<file path="config.mk">
export PLATFORM = sky130hd
export DESIGN_NAME = scr_clock_reset
export DESIGN_NICKNAME = d
export VERILOG_FILES = /design/src/rtl/scr_pkg.sv /design/src/rtl/scr_clock_reset.sv /design/src/rtl/scr_rate_gen.sv
export VERILOG_INCLUDE_DIRS = /design/src /design/src/rtl
export SDC_FILE = /design/constraint.sdc
export NUM_CORES = 1
export LEC_CHECK = 0
export BUFFER_PORTS_ARGS = -buffer_cell sky130_fd_sc_hd__buf_2
export CAP_MARGIN = 20
export CORE_MARGIN = 3
export CORE_UTILIZATION = 40
export CTS_CLUSTER_DIAMETER = 100
export DETAILED_ROUTE_END_ITERATION = 10
export GPL_ROUTABILITY_DRIVEN = 1
export PLACE_DENSITY = 0.6
export REMOVE_ABC_BUFFERS = 1
export SYNTH_ARGS = -nofsm -noshare
export SYNTH_HDL_FRONTEND = slang
export SYNTH_HIERARCHICAL = 1
export SYNTH_SLANG_ARGS = --single-unit
</file>
<file path="constraint.sdc">
create_clock -name clk -period 2.4 [get_ports clk]
set_clock_uncertainty 0.05 [all_clocks]
set_input_delay 0.48 -clock clk [delete_from_list [all_inputs] [get_ports clk]]
set_output_delay 0.48 -clock clk [all_outputs]
set_load 0.05 [all_outputs]
</file>
<file path="src/rtl/scr_map.svh">
// constants of the system clock and reset block: offsets, resets, timing
// assumes a single 10 MHz clock that stands in for the oscillator sources
//
// What this block does
// - two separate rate sources, one for system clock, one for timer.
// - system clock derives from the 8 MHz system rc oscillator.
// - divider offers eight settings, 8 MHz down to 62.5 kHz, halving.
// - timer rc oscillator runs at 32.768 kHz and clocks the timer unit.
// - timer rc oscillator has no disable; nothing can stop it.
// - every reset returns the divider to the 500 kHz setting.
// - per-peripheral enables pass or block the system clock.
// - temperature sensor clock is fixed, independent of divider setting.
// - reset from external pin, watchdog or software request.
// - peripheral registers are word aligned, full-word access only.
// - 512 kB peripheral region split into 16 kB slots per peripheral.
// - only the gpio module sits on the high-speed bus.
// - external reset restores defaults; execution restarts at address 0.
`ifndef SCR_MAP_SVH
`define SCR_MAP_SVH

`define SCR_CLK_HZ        10000000
`define SCR_CLK_PERIOD_NS 100
`define SCR_SYS_OSC_HZ    8000000
`define SCR_TMR_OSC_HZ    32768
`define SCR_DIV_BITS      3
`define SCR_DIV_CNT_W     7
`define SCR_DIV_RESET     3'h4
`define SCR_TEMP_DIV      4'h8
`define SCR_RST_HOLD_NS   1000
`define SCR_RST_HOLD_CYC  \
   ((`SCR_RST_HOLD_NS + `SCR_CLK_PERIOD_NS - 1) / `SCR_CLK_PERIOD_NS)
`define SCR_WAKE_LOW_US   100
`define SCR_BOOT_ADDR     32'h0000_0000
`define SCR_APB_BASE      32'h4000_0000
`define SCR_APB_SPAN_BITS 19
`define SCR_SLOT_BITS     14
`define SCR_GPIO_BASE     32'h5000_0000
`define SCR_GPIO_SPAN_BITS 14
`define SCR_SIZE_WORD     2'h2
`define SCR_GATE_RESET    32'h0000_0000

`endif

</file>
<file path="src/rtl/scr_pkg.sv">
// types shared by the system clock and reset block
// assumes nothing outside itself
package scr_pkg;

   typedef struct packed {
      logic [31:0] addr;
      logic [1:0]  size;
      logic        valid;
   } scr_bus_req_t;

   typedef struct packed {
      logic pinN;
      logic wdt;
      logic sw;
   } scr_rst_src_t;

   typedef enum logic {RST_HOLD, RST_RUN} scr_rst_state_t;

endpackage : scr_pkg

</file>
<file path="src/rtl/scr_clock_reset.sv">
// system clock divider, peripheral clock gates, reset merge, bus decode
// assumes all inputs synchronous to clk; clocks leave as enable pulses
`timescale 1ns/1ps
`include "scr_map.svh"
module scr_clock_reset import scr_pkg::*; #(
   parameter int NGATE = 16
) (
   input  wire logic               clk,
   input  wire logic               rstn,
   input  wire scr_rst_src_t       rstSrc,
   input  wire logic [2:0]         divSelReq,
   input  wire logic [NGATE-1:0]   gateReq,
   input  wire scr_bus_req_t       busReq,
   output logic                    sysClkEn,
   output logic [NGATE-1:0]        periphClkEn,
   output logic                    tempClkEn,
   output logic                    timerClkEn,
   output logic [2:0]              divSel,
   output logic                    sysResetN,
   output logic                    cpuRestart,
   output logic [31:0]             bootAddr,
   output logic [2:0]              rstCause,
   output logic [31:0]             apbSel,
   output logic                    gpioSel,
   output logic                    busErr
);

   localparam int HOLD_CYC = `SCR_RST_HOLD_CYC;

   if (NGATE < 1 || NGATE > 32) begin : g_badNgate
      $error("scr_clock_reset: NGATE must be 1..32");
   end

   function automatic logic [`SCR_DIV_CNT_W-1:0] divMask(
      input logic [2:0] sel);
      divMask = `SCR_DIV_CNT_W'((8'h01 << sel) - 8'h01);
   endfunction : divMask

   function automatic logic wordOk(input scr_bus_req_t r);
      wordOk = (r.size == `SCR_SIZE_WORD) && (r.addr[1:0] == 2'h0);
   endfunction : wordOk

   logic                      oscTick;
   logic                      tmrTick;
   logic [`SCR_DIV_CNT_W-1:0] divCnt_r;
   logic                      sysTick;
   logic [NGATE-1:0]          gate_r;
   logic [3:0]                tempCnt_r;
   scr_rst_state_t            rstState_r;
   logic [7:0]                holdCnt_r;
   logic                      anyRst;
   logic                      inApb;
   logic                      inGpio;

   // separate sources so the timer never depends on the divider
   scr_rate_gen #(
      .NUM   (`SCR_SYS_OSC_HZ / 1000),
      .DEN   (`SCR_CLK_HZ / 1000),
      .ACC_W (24)
   ) u_sysOsc (
      .clk  (clk),
      .rstn (rstn),
      .tick (oscTick)
   );

   scr_rate_gen #(
      .NUM   (`SCR_TMR_OSC_HZ),
      .DEN   (`SCR_CLK_HZ),
      .ACC_W (24)
   ) u_tmrOsc (
      .clk  (clk),
      .rstn (rstn),
      .tick (tmrTick)
   );

   assign anyRst = !rstSrc.pinN || rstSrc.wdt || rstSrc.sw;
   assign sysTick = oscTick &&
                    ((divCnt_r & divMask(divSel)) == divMask(divSel));

   always_ff @(posedge clk or negedge rstn) begin
      if (!rstn)
         divCnt_r <= '0;
      else if (oscTick)
         divCnt_r <= divCnt_r + `SCR_DIV_CNT_W'(1);
   end

   // setting only moves on a pulse of the current rate or in reset hold; the next
   // period is a whole one when the new rate is the same or faster, and may be short when slower
   always_ff @(posedge clk or negedge rstn) begin
      if (!rstn)
         divSel <= `SCR_DIV_RESET;
      else if (rstState_r == RST_HOLD)
         divSel <= `SCR_DIV_RESET;
      else if (sysTick)
         divSel <= divSelReq;
   end

   always_ff @(posedge clk or negedge rstn) begin
      if (!rstn)
         gate_r <= NGATE'(`SCR_GATE_RESET);
      else if (rstState_r == RST_HOLD)
         gate_r <= NGATE'(`SCR_GATE_RESET);
      else if (sysTick)
         gate_r <= gateReq;
   end

   always_ff @(posedge clk or negedge rstn) begin
      if (!rstn) begin
         sysClkEn    <= 1'b0;
         periphClkEn <= '0;
      end else begin
         sysClkEn    <= sysTick;
         periphClkEn <= gate_r & {NGATE{sysTick}};
      end
   end

   // fixed divide of the oscillator, blind to the divider setting
   always_ff @(posedge clk or negedge rstn) begin
      if (!rstn) begin
         tempCnt_r <= 4'h0;
         tempClkEn <= 1'b0;
      end else if (oscTick) begin
         if (tempCnt_r == `SCR_TEMP_DIV - 4'h1) begin
            tempCnt_r <= 4'h0;
            tempClkEn <= 1'b1;
         end else begin
            tempCnt_r <= tempCnt_r + 4'h1;
            tempClkEn <= 1'b0;
         end
      end else begin
         tempClkEn <= 1'b0;
      end
   end

   // no input reaches this path, so software cannot stop the timer clock
   always_ff @(posedge clk or negedge rstn) begin
      if (!rstn)
         timerClkEn <= 1'b0;
      else
         timerClkEn <= tmrTick;
   end

   // any source restarts the hold; the system leaves it at address 0
   always_ff @(posedge clk or negedge rstn) begin
      if (!rstn) begin
         rstState_r <= RST_HOLD;
         holdCnt_r  <= 8'(HOLD_CYC);
         sysResetN  <= 1'b0;
         cpuRestart <= 1'b0;
      end else begin
         cpuRestart <= 1'b0;
         if (anyRst) begin
            rstState_r <= RST_HOLD;
            holdCnt_r  <= 8'(HOLD_CYC);
            sysResetN  <= 1'b0;
         end else begin
            unique case (rstState_r)
               RST_HOLD: begin
                  if (holdCnt_r == 8'h01) begin
                     rstState_r <= RST_RUN;
                     sysResetN  <= 1'b1;
                     cpuRestart <= 1'b1;
                  end else begin
                     holdCnt_r <= holdCnt_r - 8'h01;
                  end
               end
               RST_RUN: begin
                  sysResetN <= 1'b1;
               end
            endcase
         end
      end
   end

   always_ff @(posedge clk or negedge rstn) begin
      if (!rstn)
         bootAddr <= `SCR_BOOT_ADDR;
      else
         bootAddr <= `SCR_BOOT_ADDR;
   end

   // cause is replaced by a fresh reset out of run, gathered during hold
   always_ff @(posedge clk or negedge rstn) begin
      if (!rstn)
         rstCause <= 3'h0;
      else if (anyRst && rstState_r == RST_RUN)
         rstCause <= {!rstSrc.pinN, rstSrc.wdt, rstSrc.sw};
      else if (anyRst)
         rstCause <= rstCause | {!rstSrc.pinN, rstSrc.wdt, rstSrc.sw};
   end

   assign inApb  = busReq.addr[31:`SCR_APB_SPAN_BITS] ==
                   (32-`SCR_APB_SPAN_BITS)'(
                      `SCR_APB_BASE >> `SCR_APB_SPAN_BITS);
   assign inGpio = busReq.addr[31:`SCR_GPIO_SPAN_BITS] ==
                   (32-`SCR_GPIO_SPAN_BITS)'(
                      `SCR_GPIO_BASE >> `SCR_GPIO_SPAN_BITS);

   // byte and halfword accesses select nothing and are flagged instead
   always_ff @(posedge clk or negedge rstn) begin
      if (!rstn) begin
         apbSel  <= 32'h0000_0000;
         gpioSel <= 1'b0;
         busErr  <= 1'b0;
      end else begin
         apbSel  <= 32'h0000_0000;
         gpioSel <= 1'b0;
         busErr  <= 1'b0;
         if (busReq.valid) begin
            if (!wordOk(busReq) || !(inApb || inGpio))
               busErr <= 1'b1;
            else if (inGpio)
               gpioSel <= 1'b1;
            else
               apbSel <= 32'h0000_0001 <<
                  busReq.addr[`SCR_APB_SPAN_BITS-1:`SCR_SLOT_BITS];
         end
      end
   end

   // first tick lands two cycles after reset; the cadence holds from then on
   logic       oscLive_r;
   logic [9:0] tmrGap_r;

   always_ff @(posedge clk or negedge rstn) begin
      if (!rstn)
         oscLive_r <= 1'b0;
      else if (oscTick)
         oscLive_r <= 1'b1;
   end

   always_ff @(posedge clk or negedge rstn) begin
      if (!rstn)
         tmrGap_r <= 10'h000;
      else if (timerClkEn)
         tmrGap_r <= 10'h000;
      else if (tmrGap_r != 10'h3FF)
         tmrGap_r <= tmrGap_r + 10'h001;
   end
endmodule : scr_clock_reset

</file>
<file path="src/rtl/scr_rate_gen.sv">
// fractional rate source: one-cycle tick at NUM/DEN of the clock rate
// assumes NUM below DEN; stands in for a free-running rc oscillator
`timescale 1ns/1ps
module scr_rate_gen import scr_pkg::*; #(
   parameter int NUM   = 8,
   parameter int DEN   = 10,
   parameter int ACC_W = 24
) (
   input  wire logic clk,
   input  wire logic rstn,
   output logic      tick
);
   logic [ACC_W-1:0] acc_r;
   logic [ACC_W:0]   sum;

   if (NUM <= 0 || NUM >= DEN || DEN >= (1 << ACC_W)) begin : g_badRatio
      $error("scr_rate_gen: NUM/DEN out of range");
   end

   assign sum = (ACC_W+1)'(acc_r) + (ACC_W+1)'(NUM);

   // no enable input at all: once out of reset it always runs
   always_ff @(posedge clk or negedge rstn) begin
      if (!rstn) begin
         acc_r <= '0;
         tick  <= 1'b0;
      end else if (sum >= (ACC_W+1)'(DEN)) begin
         acc_r <= ACC_W'(sum - (ACC_W+1)'(DEN));
         tick  <= 1'b1;
      end else begin
         acc_r <= sum[ACC_W-1:0];
         tick  <= 1'b0;
      end
   end

endmodule : scr_rate_gen

</file>
-- After elaboration in Yosys (flattened, before gate mapping)
Index checks and enable logic that the tools add are counted.
- bits in read-only memories: 0
- output and inout port bits: 93
- register bits after elaboration: 147
- word-level logic and storage cells: 91
- latch bits: 0
- input bits: 59
- memories: 0
- memory bits (writable): 0
- multiplexer cells: 32
- $add $sub $neg: 8
- order comparisons: 2
- shift-type cells: 2
- eq/ne operators: 10
- div/mod/pow operators: 0
- $mul: 0
- reductions and logical operators: 13
- bitwise operators: 4
- operator list (operator ; number):
    32-bit two-way mux ; 3
    24-bit two-way mux ; 2
    16-bit two-way mux ; 2
    1-bit by 5-bit left shift with 32-bit output, first input constant ; 1
    24-bit by 13-bit adder with 25-bit output, second input constant ; 1
    24-bit by 16-bit adder with 25-bit output, second input constant ; 1
    25-bit by 14-bit greater-or-equal comparator with 1-bit output, second input constant ; 1
    25-bit by 24-bit greater-or-equal comparator with 1-bit output, second input constant ; 1
    8-bit two-way mux ; 3
    24-bit by 14-bit subtractor with 24-bit output, second input constant ; 1
    24-bit subtractor, second input constant ; 1
    18-bit by 17-bit equality test with 1-bit output, second input constant ; 1
    16-bit bitwise AND ; 1
    1-bit two-way mux ; 16
    13-bit by 12-bit equality test with 1-bit output, second input constant ; 1
    3-bit two-way mux ; 4
    8-bit by 1-bit equality test with 1-bit output, second input constant ; 1
    8-bit by 1-bit subtractor with 8-bit output, second input constant ; 1
    7-bit by 1-bit adder with 7-bit output, second input constant ; 1
    7-bit bitwise AND ; 1
    7-bit equality test ; 1
    1-bit by 3-bit left shift with 7-bit output, first input constant ; 1
    7-bit by 1-bit subtractor with 7-bit output, second input constant ; 1
    4-bit by 1-bit adder with 4-bit output, second input constant ; 1
    other kinds (15) ; 23

-- Logic depth before layout (Yosys ltp)
- depth after elaboration: 7
- gate-level depth with buffers: 12
- gate-level depth less buffers: 10

-- By module
Netlist, hierarchy kept.
- modules (own cells, without submodules) (module ; seq. area each (µm²) ; cells each ; instances ; area each (µm²)):
    scr_clock_reset ; 2431.1 ; 365 ; 1 ; 4075.2
    scr_rate_gen at u_sysOsc ; 525.5 ; 190 ; 1 ; 1701.6
    scr_rate_gen at u_tmrOsc ; 450.4 ; 200 ; 1 ; 1685.4

-- Least setup slack after synthesis
Ideal clock, no wire load.
- path type: reg-to-reg
- from: register u_tmrOsc.acc_r[15]
- to: register u_tmrOsc.acc_r[20]
- setup time: 0.087 ns
- data required time: 2.263 ns
- stages on the path, launching flop included: 13
- arrival: 2.529 ns
- setup slack: -0.266 ns
- clock period less this slack: 2.666 ns
- buffers on the path: 3
- path through: dfrtp_1 > buf_2 > inv_1 > ha_1 > buf_2 > or4_4 > o221ai_4 > nand2_2 > a31oi_2 > a21boi_4 > inv_2 > buf_6 > a211oi_2
- longest elaborated chain between the ends: 3
- elaborated cells on any way between the ends: 4
- classes of those cells: add/sub: 2; order compare: 1; mux: 1
- ends and longest elaborated chain (what ; line ; text):
    start, declared ; scr_rate_gen.sv:13 ; logic [ACC_W-1:0] acc_r;
    start signal, assigned ; scr_rate_gen.sv:28 ; acc_r <= ACC_W'(sum - (ACC_W+1)'(DEN));
    start signal, assigned ; scr_rate_gen.sv:31 ; acc_r <= sum[ACC_W-1:0];
    24-bit by 16-bit adder with 25-bit output * ; scr_rate_gen.sv:20 ; assign sum = (ACC_W+1)'(acc_r) + (ACC_W+1)'(NUM);
    24-bit subtractor or 25-bit by 24-bit greater-or-equal comparator with 1-bit output (tied branches) ; scr_rate_gen.sv:28, scr_rate_gen.sv:27 ;
    24-bit two-way mux * ; scr_rate_gen.sv:27 ; end else if (sum >= (ACC_W+1)'(DEN)) begin
Every way passes the cells marked *; elsewhere a longest branch is shown, timed or not.
A chain may end at the register's enable or synchronous reset.

-- Worst setup path after layout
- from: register u_sysOsc.acc_r[8]
- to: register u_sysOsc.acc_r[15]
- longest elaborated chain between the ends: 3
- elaborated cells on any way between the ends: 4
- classes of those cells: add/sub: 2; order compare: 1; mux: 1
- ends and longest elaborated chain (what ; line):
    start, declared ; scr_rate_gen.sv:13
    start signal, assigned ; scr_rate_gen.sv:28
    start signal, assigned ; scr_rate_gen.sv:31
    24-bit by 13-bit adder with 25-bit output * ; scr_rate_gen.sv:20
    24-bit by 14-bit subtractor with 24-bit output or 25-bit by 14-bit greater-or-equal comparator with 1-bit output (tied branches) ; scr_rate_gen.sv:28, scr_rate_gen.sv:27
    24-bit two-way mux * ; scr_rate_gen.sv:27
Marks and branches as above.

==> reports/metrics.yaml <==
drt:
  antenna_left: 0
  totalWireLength_mm: 16.93
  vias: 5876
  firstDrtPassIters: 4
  drc: 0
  drt-wirelength-per-cell_um: 14.29
  vias_per_cell: 4.959
  initialDrtViolationCount: 298
power_and_ir_drop:
  clock_power_share: 0.501
  power_frac_comb: 0.050
  p_sw_frac: 0.2541
  p_seq_frac: 0.449
  powerDensity_nw_per_um2: 528.2
  p_sw_w: 0.001301
  ir_worst_vdd_v: 0.0004657
  intPower_w: 0.003820
  cellLeakagePower_nw: 4.568
yosys:
  synth_seq_cells: 136
  synth_area_um2: 7462
  dominantRegCellSynth: "dfrtp_1"
  yosys.area.top_type: "dfrtp_1"
  synth_top_area_share: 0.4460
  synthCells: 755
  synth_cell_type_count: 91
  yosysSeqAreaShare: 0.4566
  synth_edf_count: 0
  synth_area_leaders: "dfrtp_1 45%, nand2_1 4.8%, xnor2_1 4.1%, nor2_1 3.8%, buf_4 3.6%"
  synth_warnings: 6
  ys_async_sr_fraction: 1.000
  syn_area_per_cell_um2: 9.884
sta:
  holdWs_ps: 186.6
  fmax_ghz: 0.3957
  worst_slack_ps: -126.9
  finalHoldViolCount: 0
  min_period_ps: 2527
  finalSetupTns_ps: -1451
  rsz0062_at_grt: "yes"
  drv_slew: 0
  timing.slew.headroom: 0.5018
  finalCritPeriodShare: 1.053
  setup_viol: 18
  worstMarginPinSlew_ps: 736.9
cts:
  cts_tree: "done"
  ctsRootBufferMaster: "clkbuf_16"
  clk_latency_ps: 420
  numCtsBuffers: 17
  path_clk_slew_ps: 70
  clockBufferDepth: 2
  htreeDepth: 4
  clock_sinks: 136
cells_and_area:
  layout-drive-gt1-share: 0.3483
  final_nets: 1013
  diodes: 0
  ff_latch_area_um2: 3413
  area.growth.synth_to_final_pct: 29.93
  nFillCells: 1586
  multi_input_area_um2: 3923
  final_cell_mix: "128 x dfrtp_1, 106 x buf_2, 96 x buf_4"
  finalNonFillerCells: 1185
  layout_commonest_cell: "dfrtp_1"
setup_path:
  worst_ep_required_time_ps: 2680
  path_class: "flip-flop to flip-flop"
  cp_max_fo: 8
  cp-end-kind: "flip-flop"
  cp_slowest_cell: "dfrtp_2"
  cpPeakStageDelay_ps: 450
  cp_cell_sequence: "nor4_4 > buf_4 > a21oi_4 > nand4b_1 > a32oi_4 > nand4bb_4 > buf_12 > nor2_8 > inv_6 > a22oi_2 > xnor2_1"
  start_kind: "flip-flop"
  worstPathArrival_ps: 2800
global_routing:
  track_usage: 0.1684
  grt_overflow_total: 0
  grt_antenna_before_repair: 0
  grt_pass1_vias: 5652
  grt_pass1_wl_mm: 27.89
  grt_max_degree: 54
placement:
  dpl.cell_count: 1137
  io_buffer_count: 107
  pre_cts_ws_ps: -194.4
  gp_congestion: 0.8197
  detailed_place_hpwl_mm: 12.00
hold_path:
  hold_class: "input port to flip-flop"
floorplanning:
  start_util: 0.4112
  ios: 152
  design.die.area_um2: 20330
  die_w_um: 142.6
  die_h_um: 142.6
  rows: 49
  core_area_um2: 18150
outcome:
  status: "finished with violations"
  violations: "setup timing"
run:
  cap_violations: 0
[through the flow]
step / utilization / total power, W / instance area, um2
2_1_floorplan: - / 0.002478 / 7113
3_3_place_gp: 0.4797 / 0.002598 / 8705
3_5_place_dp: 0.4797 / 0.002598 / 8705
4_1_cts: 0.5185 / 0.005195 / 9410
5_1_grt: 0.5343 / 0.005309 / 9696
6_report: 0.5343 / 0.005122 / 9696
[worst max-delay path, delay by kind of cell (launching register included)]
kind / cells / cell delay, ps
AND/OR/NAND/NOR: 4 / 820
AO/OA/AOI/OAI: 3 / 570
buffers and inverters: 3 / 400
flip-flops: 1 / 450
XOR/XNOR: 1 / 140
[power groups by stage]
stage                     Combinational (W)  Sequential [W]  Clock, W
after floorplan                    0.000134         0.00234         0
after global placement             0.000258         0.00234         0
after detailed placement           0.000258         0.00234         0
after CTS                          0.000260         0.00230   0.00264
after global routing               0.000280         0.00230   0.00273
final                              0.000257         0.00230   0.00257
[cell families after synthesis]
kind of cell / share of synthesized area
multiplexers: 0.03521
XOR/XNOR: 0.07025
AO/OA/AOI/OAI: 0.1264
adder cells (fa/ha/maj): 0.01844
other: 0.0005025
flip-flops: 0.4566
AND/OR/NAND/NOR: 0.2228
buffers and inverters: 0.06975
[timing repair]
item / 4_1_cts / 5_1_grt
setup endpoints to repair: 37 / 37
buffers inserted: 4 / 11
hold buffers: 1 / 0
hold endpoints to repair: 47 / 0
pin swaps: 5 / 16
gates resized for setup: 15 / 47
[flip-flops by register name (all words and copies together), names as in the netlist, 3 cells and up]
register	count
tempCnt_r	4
u_tmrOsc/acc_r	17
periphClkEn	16
gate_r	16
u_sysOsc/acc_r	20
divSel	3
holdCnt_r	8
apbSel	32
rstCause	3
divCnt_r	7
[worst paths after layout]
| check | end | cells past startpoint | startpoint | slack (ps) |
|---|---|---|---|---|
| min in group asynchronous | periphClkEn[0] | 2 | rstn | 530 |
| max reg2reg | u_sysOsc/acc_r[15] | 11 | u_sysOsc/acc_r[8] | -130 |
| max | u_sysOsc/acc_r[15] | 11 | u_sysOsc/acc_r[8] | -130 |
| min reg2reg | timerClkEn | 0 | u_tmrOsc/tick | 300 |
| min | rstCause[2] | 2 | rstSrc[2] | 190 |
| max in group asynchronous | gpioSel | 3 | rstn | 1140 |
[final cells by class]
cell class                 count  area share
multi-input combinational    561      0.4046
inverter                      14    0.005936
clock buffer                  17     0.04388
clock inverter                15     0.01600
tap                          229     0.02955
timing repair buffer         213      0.1480
sequential                   136      0.3520
[cells in the mapped netlist, types with 4 or more instances]
library cell,n
o2bb2ai_1,4
o31ai_1,6
or4_1,5
and2_1,21
o21a_1,6
a21o_1,9
nor4_1,7
buf_6,4
nor2_1,75
clkbuf_1,19
nand2_1,95
nand4_1,8
nor3_2,5
nand4b_1,4
xor2_1,23
buf_2,14
mux2i_1,24
ha_1,11
nor4b_1,4
a21oi_1,18
nand3_1,18
dfrtp_1,133
and3_1,9
inv_1,12
nand2b_1,13
nor3_1,20
o21ai_0,16
xnor2_1,35
buf_4,36
[per-layer routing]
metal	up-vias	share of wire	global-route usage	wire length, um
met1	2833	0.46	0.2214	7765
li1	2937	-	-	-
met2	92	0.50	0.2807	8420
met3	14	0.032	0.03259	542
met4	0	0.012	0.05453	201
met5	-	0	0	0
Note: power is estimated with default switching activity, not from simulation.
